--- config.mk ---
export PLATFORM = sky130hd
export DESIGN_NAME = csr_ring_agent_register_port
export DESIGN_NICKNAME = d
export VERILOG_FILES = /design/src/verilog/csr_ring_pkg.sv /design/src/verilog/ring_frame_tracker.sv /design/src/verilog/read_resp_serializer.sv /design/src/verilog/csr_ring_agent_register_port.sv
export SDC_FILE = /design/constraint.sdc
export NUM_CORES = 1
export LEC_CHECK = 0
export BUFFER_PORTS_ARGS = -buffer_cell sky130_fd_sc_hd__buf_4
export CAP_MARGIN = 10
export CORE_MARGIN = 2
export CORE_UTILIZATION = 30
export CTS_CLUSTER_DIAMETER = 50
export DETAILED_ROUTE_END_ITERATION = 10
export HOLD_SLACK_MARGIN = 0.08
export MAX_ROUTING_LAYER = met4
export PLACE_DENSITY = 0.51
export SYNTH_ARGS = -nofsm -noshare
export SYNTH_HDL_FRONTEND = slang
export SYNTH_HIERARCHICAL = 1
export SYNTH_SLANG_ARGS = --single-unit
--- constraint.sdc ---
create_clock -name i_core_clk -period 3.45 [get_ports i_core_clk]
set_input_delay 0.1725 -clock i_core_clk [delete_from_list [all_inputs] [get_ports i_core_clk]]
set_output_delay 0.1725 -clock i_core_clk [all_outputs]
set_load 0.02 [all_outputs]
--- src/verilog/csr_ring_pkg.sv ---
// Shared constants and types for the register ring agent.
package csr_ring_pkg;

   // Widths of the ring and of the local register port.
   localparam int RING_CTL_W      = 4;
   localparam int RING_DATA_W     = 16;
   localparam int REG_INDEX_W     = 16;
   localparam int REG_VALUE_W     = 64;
   localparam int WORDS_PER_VALUE = REG_VALUE_W / RING_DATA_W;

   // Ring control codes carried beside each ring data word.
   localparam logic [3:0] CTL_IDLE    = 4'h0;
   localparam logic [3:0] CTL_WR_HDR  = 4'h1;
   localparam logic [3:0] CTL_RD_HDR  = 4'h2;
   localparam logic [3:0] CTL_WR_DATA = 4'h3;
   localparam logic [3:0] CTL_RD_RESP = 4'h4;

   // Default selection parameters of one agent.
   localparam logic [15:0] SEL_MASK_DEFAULT  = 16'hf000;
   localparam logic [15:0] SEL_MATCH_DEFAULT = 16'h8000;

   // Beat counting of a 64-bit value split into four ring words.
   localparam logic [1:0] BEAT_FIRST = 2'h0;
   localparam logic [1:0] BEAT_STEP  = 2'h1;
   localparam logic [1:0] BEAT_LAST  = 2'h3;

   // Reset values.
   localparam logic [15:0] RING_DATA_RESET = 16'h0000;
   localparam logic [15:0] INDEX_RESET     = 16'h0000;
   localparam logic [63:0] VALUE_RESET     = 64'h0000_0000_0000_0000;

   // Write frame tracking states.
   typedef enum logic [1:0] {
      FRAME_IDLE = 2'b00,
      FRAME_OWN  = 2'b01
   } frame_state_e;

   // Read transaction states, Gray coded along idle, wait, send.
   typedef enum logic [1:0] {
      RESP_IDLE = 2'b00,
      RESP_WAIT = 2'b01,
      RESP_SEND = 2'b11
   } resp_state_e;

endpackage

--- src/verilog/ring_frame_tracker.sv ---
// Ring frame decoder: selection, address capture and write data assembly.
`timescale 1ns/1ps
module ring_frame_tracker
   import csr_ring_pkg::*;
#(
   parameter logic [15:0] SEL_MASK  = SEL_MASK_DEFAULT,
   parameter logic [15:0] SEL_MATCH = SEL_MATCH_DEFAULT
) (
   input  wire logic        i_core_clk,
   input  wire logic        i_reset,
   input  wire logic        i_clear,
   input  wire logic        i_read_block,
   input  wire logic [3:0]  i_ring_ctl,
   input  wire logic [15:0] i_ring_data,
   output logic             o_own_word,
   output logic             o_wr_pulse,
   output logic             o_rd_pulse,
   output logic [15:0]      o_index,
   output logic [63:0]      o_value
);

   frame_state_e state;
   logic [1:0]   beat;
   logic         hit;
   logic         wr_hdr;
   logic         rd_hdr;
   logic         own_data;

   // A header word carries the access address; the agent claims it on a mask match.
   assign hit      = (i_ring_data & SEL_MASK) == SEL_MATCH;
   assign wr_hdr   = (state == FRAME_IDLE) && (i_ring_ctl == CTL_WR_HDR) && hit;
   assign rd_hdr   = (state == FRAME_IDLE) && (i_ring_ctl == CTL_RD_HDR) && hit && !i_read_block;
   assign own_data = (state == FRAME_OWN) && (i_ring_ctl == CTL_WR_DATA);
   assign o_own_word = wr_hdr || rd_hdr || own_data;

   // Frame state: only writes span several words, reads are one header word.
   always_ff @(posedge i_core_clk or posedge i_reset) begin
      if (i_reset) begin
         state <= FRAME_IDLE;
      end else if (i_clear) begin
         state <= FRAME_IDLE;
      end else begin
         case (state)
            FRAME_IDLE: begin
               if (wr_hdr) begin
                  state <= FRAME_OWN;
               end
            end
            FRAME_OWN: begin
               if (own_data && (beat == BEAT_LAST)) begin
                  state <= FRAME_IDLE;
               end
            end
            default: begin
               state <= FRAME_IDLE;
            end
         endcase
      end
   end

   // Beat counter of the write data words.
   always_ff @(posedge i_core_clk or posedge i_reset) begin
      if (i_reset) begin
         beat <= BEAT_FIRST;
      end else if (i_clear || wr_hdr) begin
         beat <= BEAT_FIRST;
      end else if (own_data) begin
         beat <= 2'(beat + BEAT_STEP);
      end
   end

   // The index is the address with the selection bits removed, so it is zero based.
   always_ff @(posedge i_core_clk or posedge i_reset) begin
      if (i_reset) begin
         o_index <= INDEX_RESET;
      end else if (wr_hdr || rd_hdr) begin
         o_index <= i_ring_data & ~SEL_MASK;
      end
   end

   // Low word arrives first and is shifted down, so after four beats it sits in bits 15:0.
   always_ff @(posedge i_core_clk or posedge i_reset) begin
      if (i_reset) begin
         o_value <= VALUE_RESET;
      end else if (own_data) begin
         o_value <= {i_ring_data, o_value[63:16]};
      end
   end

   // Strobes are registered so that index and value are settled in the same cycle.
   always_ff @(posedge i_core_clk or posedge i_reset) begin
      if (i_reset) begin
         o_wr_pulse <= 1'b0;
         o_rd_pulse <= 1'b0;
      end else begin
         o_wr_pulse <= !i_clear && own_data && (beat == BEAT_LAST);
         o_rd_pulse <= !i_clear && rd_hdr;
      end
   end

endmodule // ring_frame_tracker

--- src/verilog/read_resp_serializer.sv ---
// Splits a captured 64-bit read value into four ring words sent in free slots.
`timescale 1ns/1ps
module read_resp_serializer
   import csr_ring_pkg::*;
(
   input  wire logic        i_core_clk,
   input  wire logic        i_reset,
   input  wire logic        i_clear,
   input  wire logic        i_load,
   input  wire logic [63:0] i_value,
   input  wire logic        i_slot_free,
   output logic             o_word_valid,
   output logic [15:0]      o_word,
   output logic             o_busy
);

   logic [63:0] shreg;
   logic [1:0]  sent;
   logic        sending;

   // A word goes out only when the ring brings an idle slot, so no through traffic is lost.
   assign o_word_valid = sending && i_slot_free;
   assign o_word       = shreg[15:0];
   assign o_busy       = sending;

   // Load, shift and count the response words, low word first.
   always_ff @(posedge i_core_clk or posedge i_reset) begin
      if (i_reset) begin
         shreg   <= VALUE_RESET;
         sent    <= BEAT_FIRST;
         sending <= 1'b0;
      end else if (i_clear) begin
         sent    <= BEAT_FIRST;
         sending <= 1'b0;
      end else if (i_load) begin
         shreg   <= i_value;
         sent    <= BEAT_FIRST;
         sending <= 1'b1;
      end else if (o_word_valid) begin
         shreg <= {RING_DATA_RESET, shreg[63:16]};
         sent  <= 2'(sent + BEAT_STEP);
         if (sent == BEAT_LAST) begin
            sending <= 1'b0;
         end
      end
   end

endmodule // read_resp_serializer

--- src/verilog/csr_ring_agent_register_port.sv ---
// Register agent on the management ring with a strobe-based local register port.
//
// Functional notes
// - Agent takes 4-bit ring control and 16-bit ring data from the previous hop.
// - Agent drives 4-bit ring control and 16-bit ring data to the next hop.
// - Mask and match parameters pick own accesses, turned into register reads and writes.
// - Any number of agents may sit on the ring, each near its logic.
// - Agent and target logic are cleared by a synchronous active-low reset.
// - A write pulses the write strobe one cycle with index and value valid.
// - A read pulses the read strobe one cycle with a valid index.
// - The 16-bit zero-based index is meaningful only while a strobe is high.
// - The 64-bit write value is meaningful only while the write strobe is high.
// - Agent captures the read value on read-done and returns it on the ring.
// - Agent is selected when mask AND address equals the match value.
`timescale 1ns/1ps
module csr_ring_agent_register_port
   import csr_ring_pkg::*;
#(
   parameter logic [15:0] SEL_MASK  = SEL_MASK_DEFAULT,
   parameter logic [15:0] SEL_MATCH = SEL_MATCH_DEFAULT
) (
   input  wire logic        i_core_clk,
   input  wire logic        i_reset,
   input  wire logic        i_csr_reset_n,
   input  wire logic [3:0]  i_ring_ctl,
   input  wire logic [15:0] i_ring_data,
   output logic [3:0]       o_ring_ctl,
   output logic [15:0]      o_ring_data,
   output logic             o_reg_write,
   output logic             o_reg_read,
   output logic [15:0]      o_reg_index,
   output logic [63:0]      o_reg_write_value,
   input  wire logic        i_reg_read_done,
   input  wire logic [63:0] i_reg_read_value
);

   resp_state_e resp_state;
   logic        clear;
   logic        own_word;
   logic        wr_pulse;
   logic        rd_pulse;
   logic [15:0] index;
   logic [63:0] wr_value;
   logic        capture;
   logic        resp_valid;
   logic [15:0] resp_word;
   logic        resp_busy;
   logic        slot_free;
   logic [2:0]  resp_words;

   // The synchronous register reset clears the agent alongside its target logic.
   assign clear = !i_csr_reset_n;

   // A read value is accepted only while a read is outstanding; stray answers are dropped.
   assign capture = (resp_state == RESP_WAIT) && i_reg_read_done;

   // Only an idle ring slot may carry a response word.
   assign slot_free = (i_ring_ctl == CTL_IDLE);

   // Frame decoding and selection; the ring is same-clock logic, so no synchroniser.
   // A read whose strobe is out already counts as outstanding, so a header right behind it is refused.
   ring_frame_tracker #(
      .SEL_MASK  (SEL_MASK),
      .SEL_MATCH (SEL_MATCH)
   ) u_tracker (
      .i_core_clk   (i_core_clk),
      .i_reset      (i_reset),
      .i_clear      (clear),
      .i_read_block ((resp_state != RESP_IDLE) || rd_pulse),
      .i_ring_ctl   (i_ring_ctl),
      .i_ring_data  (i_ring_data),
      .o_own_word   (own_word),
      .o_wr_pulse   (wr_pulse),
      .o_rd_pulse   (rd_pulse),
      .o_index      (index),
      .o_value      (wr_value)
   );

   // Response words are queued in the serializer while the ring carries other traffic.
   read_resp_serializer u_resp (
      .i_core_clk   (i_core_clk),
      .i_reset      (i_reset),
      .i_clear      (clear),
      .i_load       (capture),
      .i_value      (i_reg_read_value),
      .i_slot_free  (slot_free),
      .o_word_valid (resp_valid),
      .o_word       (resp_word),
      .o_busy       (resp_busy)
   );

   // The local port mirrors flip-flops inside the tracker, so it is glitch free.
   assign o_reg_write       = wr_pulse;
   assign o_reg_read        = rd_pulse;
   assign o_reg_index       = index;
   assign o_reg_write_value = wr_value;

   // One read may be outstanding; a second read header meanwhile passes on unclaimed.
   always_ff @(posedge i_core_clk or posedge i_reset) begin
      if (i_reset) begin
         resp_state <= RESP_IDLE;
      end else if (clear) begin
         resp_state <= RESP_IDLE;
      end else begin
         case (resp_state)
            RESP_IDLE: begin
               if (rd_pulse) begin
                  resp_state <= RESP_WAIT;
               end
            end
            RESP_WAIT: begin
               if (capture) begin
                  resp_state <= RESP_SEND;
               end
            end
            RESP_SEND: begin
               if (resp_valid && !resp_busy) begin
                  resp_state <= RESP_IDLE;
               end else if (!resp_busy) begin
                  resp_state <= RESP_IDLE;
               end
            end
            default: begin
               resp_state <= RESP_IDLE;
            end
         endcase
      end
   end

   // Ring output stage: claimed words become idle, through traffic wins over responses.
   // Forwarding costs one cycle of latency per agent, which keeps every output a flop.
   always_ff @(posedge i_core_clk or posedge i_reset) begin
      if (i_reset) begin
         o_ring_ctl  <= CTL_IDLE;
         o_ring_data <= RING_DATA_RESET;
      end else if (clear) begin
         o_ring_ctl  <= CTL_IDLE;
         o_ring_data <= RING_DATA_RESET;
      end else if (own_word) begin
         o_ring_ctl  <= CTL_IDLE;
         o_ring_data <= RING_DATA_RESET;
      end else if (!slot_free) begin
         o_ring_ctl  <= i_ring_ctl;
         o_ring_data <= i_ring_data;
      end else if (resp_valid) begin
         o_ring_ctl  <= CTL_RD_RESP;
         o_ring_data <= resp_word;
      end else begin
         o_ring_ctl  <= i_ring_ctl;
         o_ring_data <= i_ring_data;
      end
   end

   // Helper for checks: counts response words sent during one read.
   always_ff @(posedge i_core_clk or posedge i_reset) begin
      if (i_reset) begin
         resp_words <= 3'h0;
      end else if (clear || capture) begin
         resp_words <= 3'h0;
      end else if (resp_valid && !own_word) begin
         resp_words <= 3'(resp_words + 3'h1);
      end
   end

   // The write strobe never stands two cycles.
   property p_wr_single;
      @(posedge i_core_clk) disable iff (i_reset)
      o_reg_write |=> !o_reg_write;
   endproperty
   a_wr_single: assert property (p_wr_single) else $error("write strobe longer than one cycle");

   // The read strobe never stands two cycles.
   property p_rd_single;
      @(posedge i_core_clk) disable iff (i_reset)
      o_reg_read |=> !o_reg_read;
   endproperty
   a_rd_single: assert property (p_rd_single) else $error("read strobe longer than one cycle");

   // Both strobes never share a cycle, so the index has one meaning.
   property p_strobe_excl;
      @(posedge i_core_clk) disable iff (i_reset)
      !(o_reg_write && o_reg_read);
   endproperty
   a_strobe_excl: assert property (p_strobe_excl) else $error("read and write strobe together");

   // A claimed read header raises the read strobe with the zero-based index next cycle.
   property p_rd_from_hdr;
      @(posedge i_core_clk) disable iff (i_reset)
      (own_word && i_ring_ctl == CTL_RD_HDR && i_csr_reset_n)
         |=> o_reg_read && (o_reg_index == ($past(i_ring_data) & ~SEL_MASK));
   endproperty
   a_rd_from_hdr: assert property (p_rd_from_hdr) else $error("read header did not raise read strobe");

   // The index of a strobe never carries the selection bits.
   property p_index_local;
      @(posedge i_core_clk) disable iff (i_reset)
      (o_reg_write || o_reg_read) |-> ((o_reg_index & SEL_MASK) == 16'h0000);
   endproperty
   a_index_local: assert property (p_index_local) else $error("index holds selection bits");

   // A non-matching header is never claimed.
   property p_no_claim_miss;
      @(posedge i_core_clk) disable iff (i_reset)
      ((i_ring_ctl == CTL_WR_HDR || i_ring_ctl == CTL_RD_HDR) && ((i_ring_data & SEL_MASK) != SEL_MATCH))
         |-> !own_word;
   endproperty
   a_no_claim_miss: assert property (p_no_claim_miss) else $error("agent claimed a foreign header");

   // Unclaimed traffic appears unchanged one cycle later.
   property p_forward;
      @(posedge i_core_clk) disable iff (i_reset)
      (!own_word && i_ring_ctl != CTL_IDLE && i_csr_reset_n)
         |=> (o_ring_ctl == $past(i_ring_ctl)) && (o_ring_data == $past(i_ring_data));
   endproperty
   a_forward: assert property (p_forward) else $error("through traffic altered");

   // Claimed words leave the ring as idle slots.
   property p_consume;
      @(posedge i_core_clk) disable iff (i_reset)
      (own_word && i_csr_reset_n) |=> (o_ring_ctl == CTL_IDLE);
   endproperty
   a_consume: assert property (p_consume) else $error("claimed word reached ring output");

   // The captured value leaves in order, low word first in the first free slot.
   property p_resp_word;
      @(posedge i_core_clk) disable iff (i_reset)
      (resp_valid && !own_word && i_csr_reset_n)
         |=> (o_ring_ctl == CTL_RD_RESP) && (o_ring_data == $past(resp_word));
   endproperty
   a_resp_word: assert property (p_resp_word) else $error("response word not driven");

   // Read-done in the wait state starts the response, which is four words long.
   property p_capture;
      @(posedge i_core_clk) disable iff (i_reset)
      (capture && i_csr_reset_n) |=> (resp_state == RESP_SEND) && resp_busy
         && (resp_word == $past(i_reg_read_value[15:0]));
   endproperty
   a_capture: assert property (p_capture) else $error("read value not captured");

   // A response ends after exactly four words.
   property p_resp_count;
      @(posedge i_core_clk) disable iff (i_reset)
      (resp_state == RESP_SEND && !resp_busy && i_csr_reset_n) |-> (resp_words == 3'h4);
   endproperty
   a_resp_count: assert property (p_resp_count) else $error("response word count wrong");

   // The register reset silences the strobes and the ring within one cycle.
   property p_sync_clear;
      @(posedge i_core_clk) disable iff (i_reset)
      !i_csr_reset_n |=> !o_reg_write && !o_reg_read && (o_ring_ctl == CTL_IDLE)
         && (resp_state == RESP_IDLE);
   endproperty
   a_sync_clear: assert property (p_sync_clear) else $error("register reset not obeyed");

   // A read header behind an outstanding or just strobed read passes on unclaimed.
   property p_rd_block;
      @(posedge i_core_clk) disable iff (i_reset)
      ((o_reg_read || resp_state != RESP_IDLE) && i_ring_ctl == CTL_RD_HDR) |-> !own_word;
   endproperty
   a_rd_block: assert property (p_rd_block) else $error("second read header claimed");

   // The write strobe only follows a claimed write data word.
   property p_wr_after_data;
      @(posedge i_core_clk) disable iff (i_reset)
      o_reg_write |-> $past(own_word) && ($past(i_ring_ctl) == CTL_WR_DATA);
   endproperty
   a_wr_after_data: assert property (p_wr_after_data) else $error("write strobe without data word");

   // The index is settled before the write strobe and does not move under it.
   property p_wr_index_stable;
      @(posedge i_core_clk) disable iff (i_reset)
      o_reg_write |-> $stable(o_reg_index);
   endproperty
   a_wr_index_stable: assert property (p_wr_index_stable) else $error("index moved at write strobe");

   // A read strobe leaves the agent waiting for the answer of the target.
   property p_rd_wait;
      @(posedge i_core_clk) disable iff (i_reset)
      (o_reg_read && i_csr_reset_n) |=> (resp_state == RESP_WAIT);
   endproperty
   a_rd_wait: assert property (p_rd_wait) else $error("read strobe did not start a wait");

   // No response can start unless a read is waiting for its answer.
   property p_no_stray;
      @(posedge i_core_clk) disable iff (i_reset)
      (resp_state == RESP_IDLE && i_csr_reset_n) |=> !resp_busy;
   endproperty
   a_no_stray: assert property (p_no_stray) else $error("response started without a read");

   // An idle slot with no response word to carry passes on as it came.
   property p_idle_forward;
      @(posedge i_core_clk) disable iff (i_reset)
      (slot_free && !resp_valid && i_csr_reset_n)
         |=> (o_ring_ctl == CTL_IDLE) && (o_ring_data == $past(i_ring_data));
   endproperty
   a_idle_forward: assert property (p_idle_forward) else $error("idle slot altered");

endmodule // csr_ring_agent_register_port

# == Word level (Yosys, flattened, before mapping) ==
# Cells that the tools add are included.
# op_classes
n_addsub,2
n_mul,0
div,0
magnitude_cmp,0
n_eq_ne,16
n_shift,0
mux,29
bitwise,0
reduce_logical,30
# op_table
op,n
$mux 64,2
$mux 16,4
$mux 2,13
$mux 4,4
$logic_and 1x1->1,13
$eq 4x2->1 const B,2
$eq 2x2->1 const B,3
$ne 3x1->1 const B,2
$ne 3x2->1 const B,2
$ne 3x3->1 const B,2
$pmux 2 s3,1
$reduce_and 2->1,3
$reduce_bool 2->1,3
$add 2x1->2 const B,2
$eq 2x1->1 const B,2
$eq 4x1->1 const B,1
$eq 4x4->1 const B,1
$logic_not 2->1,2
$logic_not 4->1,1
$logic_or 1x1->1,4
$mux 1,4
$ne 4x4->1 const B,1
$pmux 2 s2,1
$logic_not 1->1,3
$reduce_and 3->1,1
# word_totals
register_bits,171
latch_bits,0
ramBits,0
mem_bits_ro,0
n_memories,0

# == Depth between registers and ports, before layout ==
# logic_depth
depth_word,8
ltp_mapped,10
depth_no_buf,7

# == Hierarchy ==
# The synthesis kept the hierarchy.
# modules_own_cells
module,instances,cells_each,area_per_inst_um2
ring_frame_tracker,1,196,3326.9
read_resp_serializer,1,282,3115.5
csr_ring_agent_register_port,1,97,957.2

# == Least setup slack after synthesis ==
# OpenSTA, ideal clock, no wires.
# synth_timing
path_kind,register to register
start,register u_tracker.o_rd_pulse
end,register o_ring_data[10]
setup_time_ns,0.127
t_arrival_ns,1.979
t_required_ns,3.323
slack_ns,1.344
path_stages_with_launch,11
n_path_buf,3
synth_period_minus_slack_ns,2.106
path_cell_list,dfrtp_1 or3_1 nor3b_1 o2111ai_2 buf_6 nand2_1 nor2b_1 buf_2 clkbuf_1 nand4_1 o21ai_0
# synth_between
elab_chain_cells,7
# synth_lines
element,line,source
from (decl),ring_frame_tracker.sv:17,"output logic o_rd_pulse,"
from (signal assigned),ring_frame_tracker.sv:97,o_rd_pulse <= !i_clear && rd_hdr;
$logic_or 1x1->1,csr_ring_agent_register_port.sv:69,".i_read_block ((resp_state != RESP_IDLE) || rd_pulse),"
$logic_not 1->1,ring_frame_tracker.sv:32,assign rd_hdr = (state == FRAME_IDLE) && (i_ring_ctl == CTL_RD_HDR) && hit && !i_read_block;
$logic_and 1x1->1,ring_frame_tracker.sv:32,
$logic_or 1x1->1 (2 in a row),ring_frame_tracker.sv:34,assign o_own_word = wr_hdr || rd_hdr || own_data;
via own_word,csr_ring_agent_register_port.sv:39,logic own_word;
$mux 16,csr_ring_agent_register_port.sv:139,end else if (own_word) begin
$mux 16,csr_ring_agent_register_port.sv:136,end else if (clear) begin
to (signal assigned),csr_ring_agent_register_port.sv:144,o_ring_data <= i_ring_data;
to (signal assigned),csr_ring_agent_register_port.sv:147,o_ring_data <= resp_word;
to (signal assigned),csr_ring_agent_register_port.sv:150,o_ring_data <= i_ring_data;
to (decl),csr_ring_agent_register_port.sv:28,"output logic [15:0] o_ring_data,"
# The timed path passes the listed nets, and every way through them passes these cells.
# A chain may end at the register's enable or synchronous reset.

# == Worst setup path in the final report ==
# layout_timing
start,register resp_state[0]
end,register u_resp.shreg[62]
# layout_between
elab_chain_cells,4
elab_cells_between_ends,5
cone_classes,1 x eq/ne; 1 x mux; 3 x reduce/logical
# layout_lines
element,line,source
from (decl),csr_ring_agent_register_port.sv:37,resp_state_e resp_state;
from (signal assigned),csr_ring_agent_register_port.sv:101,resp_state <= RESP_IDLE;
from (signal assigned),csr_ring_agent_register_port.sv:103,resp_state <= RESP_IDLE;
from (signal assigned),csr_ring_agent_register_port.sv:108,resp_state <= RESP_WAIT;
$eq 2x1->1 (*),csr_ring_agent_register_port.sv:55,assign capture = (resp_state == RESP_WAIT) && i_reg_read_done;
$logic_and 1x1->1 (*),csr_ring_agent_register_port.sv:55,
via capture,csr_ring_agent_register_port.sv:44,logic capture;
$reduce_bool 2->1 (no source line),-,
$reduce_and 2->1 (no source line),-,
to (signal assigned),read_resp_serializer.sv:36,shreg <= i_value;
to (signal assigned),read_resp_serializer.sv:40,"shreg <= {RING_DATA_RESET, shreg[63:16]};"
to (decl),read_resp_serializer.sv:17,logic [63:0] shreg;
# The timed path passes the listed nets; every way through them passes the cells marked *.

==> results list <==
- Buffers on Ports: 185
- Max-Cap Viols: 0
- The repair_antennas step left the layout with diodes totalling 0.
- Static timing analysis puts the maximum clock frequency at 358 MHz.
- Overall track demand over capacity in global routing: 14.8%
* Maximum resistive drop on vdd: approximately 0.00033 V
- Setup repair after global routing left no endpoint under its margin.
- In the global route stage, met3 resource usage came out at 3.16%.
- Transition time of the tightest slew-check pin: 1.10 ns
- The worst setup path is captured at a register.
- Post-cts gate resize count: 0
- Setup violations, final: 0
- Cell leakage power: 4.95 nW
* Number of vias after detailed routing: 5244
- Worst-skew pair later-pin latency: 0.42 ns
* Run status: complete, no violations
- In the final routed layout, each cell accounts on average for 16.0 µm.
* Unique cell type count in the Yosys netlist: 34
- Initial standard-cell utilization of the core: between 30% and 40%
- Data required time of the worst path: 3.81 ns
- Die width: ~160 µm
- Synth top area cells: dfrtp_1, mux2_4, mux2i_1, mux2_2, o21ai_1
* Switching fraction of total power: 25.4%
- CP arrival: approximately 3.2 ns
* Summed negative setup slack over all endpoints: 0 ns
* Shortest period the worst path allows: 2.79 ns
- The count of nets left with antenna violations once routing finished came out at 0.
- Internal: 3.23 mW
* Area of the core region: 0.0242 mm²
- For this run, the slowest stage of the critical path takes 0.82 ns.
* Clock share of power: 42.4%
- The number of hold-slack violations in the final timing report is 0.
* Htree depth: 4
- After detailed routing, the number of remaining DRC violations is 0.
- Layout overhead on the synthesized area: 39.9%
- Global-route track usage on met2: 22.1%
- Summed over all layers, the global routing overflow is 0.
- Pins over their slew limit: 0
- Synthesized area divided by synthesized cell count: 12.9 µm²
- Number of flip-flops and latches in the synthesized netlist: 170
- Element type at the critical path start: register
- Max Root-Sink Buffers: 2
- Sequential elements use 57.5% of the synthesized area.
* Worst path buffer plus inverter count: 1
- Path type of the worst min-delay path: in -> async
* Pwr dens: 418 mW/mm²
- Die Area: 0.0259 mm²
- Of the available clock period, the critical path in the final layout requires 80.9%.
- For this run, the post-layout net count is 907.
* Final HPWL DP: 13300 µm
* Layout Skew: between 0.01 and 0.015 ns
- In the final layout, the share of cells above drive strength 1 is roughly 38%.
* Gate Count Post-Synth: 575
- The number of global-route vias before repair was 5456.
- TritonCTS built the clock tree.
- Worst relative slew slack: 26.6%
* Top-Level Pins: 190
- During synthesis, Yosys emitted a total of 6 warnings.
- Sequential cells account for approximately 48% of the total power.
- In the routed layout, each cell is associated on average with a via count of 4.55.
* Overall routed net length: between 15000 and 20000 µm
- The pre-antenna-repair detailed-routing pass consisted of 4 iterations.
* Wire length of the first global-routing pass: 29800 µm
- Summing all placed instances gives a cell area of 0.00890 mm².
- The signal on the critical path passes through nand2_1 > nor2_4 > a21oi_4 > or2_2 > buf_4 > a22o_1.
* Biggest area consumer among synthesized cells: dfrtp_1
- Layout fillers: 2302
- The number of antenna violations at the first check in global routing came to 0.
* Post-Layout Inst Area: around 0.010 mm²
- Cell family contributing the most delay on the critical path: compound AO/OA/AOI/OAI gates
- Type of the worst setup path: reg -> reg
- Clock Tree Root: clkbuf_16
- Routability congestion estimate: 0.794
- Layer with the highest usage: met2
- Number of violations reported at the end of detailed-routing iteration 0: around 270
- Total number of placement rows: 57
- On the critical path, the stage with the largest delay is an instance of a21oi_4.
- The analysis attributes to net switching a power of about 1.1 mW.
- Cells fill 42.7% of the core in the end.
- Comb power frac: 9.7%
- After synthesis, the largest area contributor takes up a little under three fifths of total cell area.
- Clk pin slew, worst setup/hold paths: 0.07 ns
- The die is 161 µm tall.
* Pin count of the biggest net entering global routing: 58
- For this run, global-route usage on met1 was measured as 20.8%.
- The mapped netlist covers 0.00740 mm².
* Maximum fanout count along the critical path: 49
- CTS saw 170 sinks.
* TritonCTS Buffers: 17
-- synthesized netlist by cell type (all sizes together) --
cell / n
nand4: 17
ha: 2
nand2: 21
o31ai: 1
nor3: 3
mux2: 76
xnor2: 1
nor3b: 2
nor4: 2
nor2: 4
nor2b: 3
nand4bb: 1
o21ai: 114
inv: 7
and2: 5
a21oi: 6
clkbuf: 14
a22o: 16
o21a: 1
nand3: 1
conb: 1
dfrtp: 170
buf: 49
o21bai: 1
or2: 2
o2111ai: 1
a41o: 1
mux2i: 50
or3: 3
-- path summary, 6_finish.rpt --
kind                                         startpoint                              to  slack [ns]  depth (start not counted)
min in group i_core_clk    u_resp/shreg[18]$_DFFE_PP0P_    u_resp/shreg[18]$_DFFE_PP0P_        0.50                          2
min reg2reg                u_resp/shreg[18]$_DFFE_PP0P_    u_resp/shreg[18]$_DFFE_PP0P_        0.50                          2
max                           resp_state[0]$_DFFE_PP0P_    u_resp/shreg[62]$_DFFE_PP0P_        0.66                          6
min                                             i_reset  u_tracker/o_rd_pulse$_DFF_PP0_        0.34                          3
max in group asynchronous                       i_reset    u_resp/shreg[57]$_DFFE_PP0P_        2.11                          4
max reg2reg                   resp_state[0]$_DFFE_PP0P_    u_resp/shreg[62]$_DFFE_PP0P_        0.66                          6
-- logic make-up (layout without fill, tap and decap cells) --
group	after synthesis	count (layout)	share of synthesized area (%)
DFF	170	170	57.5
AOI/OAI and AO/OA	141	141	10.7
muxes	126	126	20.3
buffers and inverters	70	321	5.92
and+or+nand+nor	64	64	5.07
adders and majority gates	2	2	0.338
other	1	4	0.0507
xor gates and xnor gates	1	1	0.118
-- power groups by stage --
| stage | Sequential, mW | Combinational, mW | Clock, mW |
|---|---|---|---|
| floorplan | 2.15 | 0.122 | 0 |
| global placement | 2.11 | 0.338 | 0 |
| detailed placement | 2.11 | 0.345 | 0 |
| CTS | 2.08 | 0.425 | 1.90 |
| global route | 2.08 | 0.456 | 1.98 |
| finish | 2.08 | 0.420 | 1.84 |
-- through the flow --
step                worst slack, ns  total power [mW]  hold WS (ns)  cells
global route                  0.457              4.52         0.359   1153
detailed placement            0.651              2.46         0.243   1034
CTS                           0.653              4.40         0.329   1153
global placement              0.685              2.45         0.235   1033
floorplan                      1.20              2.27         0.162    578
finish                        0.660              4.33         0.336   1153
-- cells in the final DEF (no fill, tap or decap), types with 3 or more instances in the layout --
| cell type | n |
|---|---|
| buf_4 | 194 |
| dfrtp_1 | 170 |
| dlygate4sd3_1 | 88 |
| o21ai_1 | 60 |
| o21ai_0 | 54 |
| mux2i_1 | 50 |
| mux2_4 | 39 |
| mux2_2 | 37 |
| nand2_1 | 21 |
| nand4_1 | 17 |
| clkbuf_16 | 17 |
| a22o_1 | 16 |
| inv_8 | 6 |
| and2_1 | 5 |
| inv_1 | 5 |
| a21oi_1 | 5 |
| conb_1 | 4 |
| or3_1 | 3 |
| nor2_1 | 3 |
| clkinv_4 | 3 |
| nor3_1 | 3 |
-- repair_timing --
action                    in CTS  in global routing
setup buffers                  0                  0
hold buffers                  88                  0
hold endpoints to repair     191                  0
-- tightest hold or removal path: stages --
cell and delay, ns:
dlygate4sd3_1 0.53, buf_4 0.15, clkinv_2 0.34
-- routing by layer --
layer  up-vias  share of wire, %
met2       169                45
met1      2543                50
met5         -                 0
met4         0              0.50
li1       2523                 -
met3         9               5.0
-- sequential cells by signal, indices dropped and copies added, names as in the netlist --
register / cells
u_tracker/o_rd_pulse: 1
u_resp/sent: 2
u_tracker/state: 1
u_tracker/o_value: 64
o_ring_ctl: 4
u_resp/o_busy: 1
u_tracker/beat: 2
u_tracker/o_index: 12
u_resp/shreg: 64
u_tracker/o_wr_pulse: 1
resp_state: 2
o_ring_data: 16
-- final cells by class --
class / count / area [µm²] / share of cell area, %
repair buffers: 283 / 2350 / 22.7
inverters: 7 / 27.5 / 0.266
clock inverters: 14 / 151 / 1.46
multi-input cells: 338 / 2740 / 26.5
clock buffers: 17 / 425 / 4.11
well taps: 324 / 405 / 3.91
flip-flops and latches: 170 / 4250 / 41.1
(Power assumes the default switching activity.)
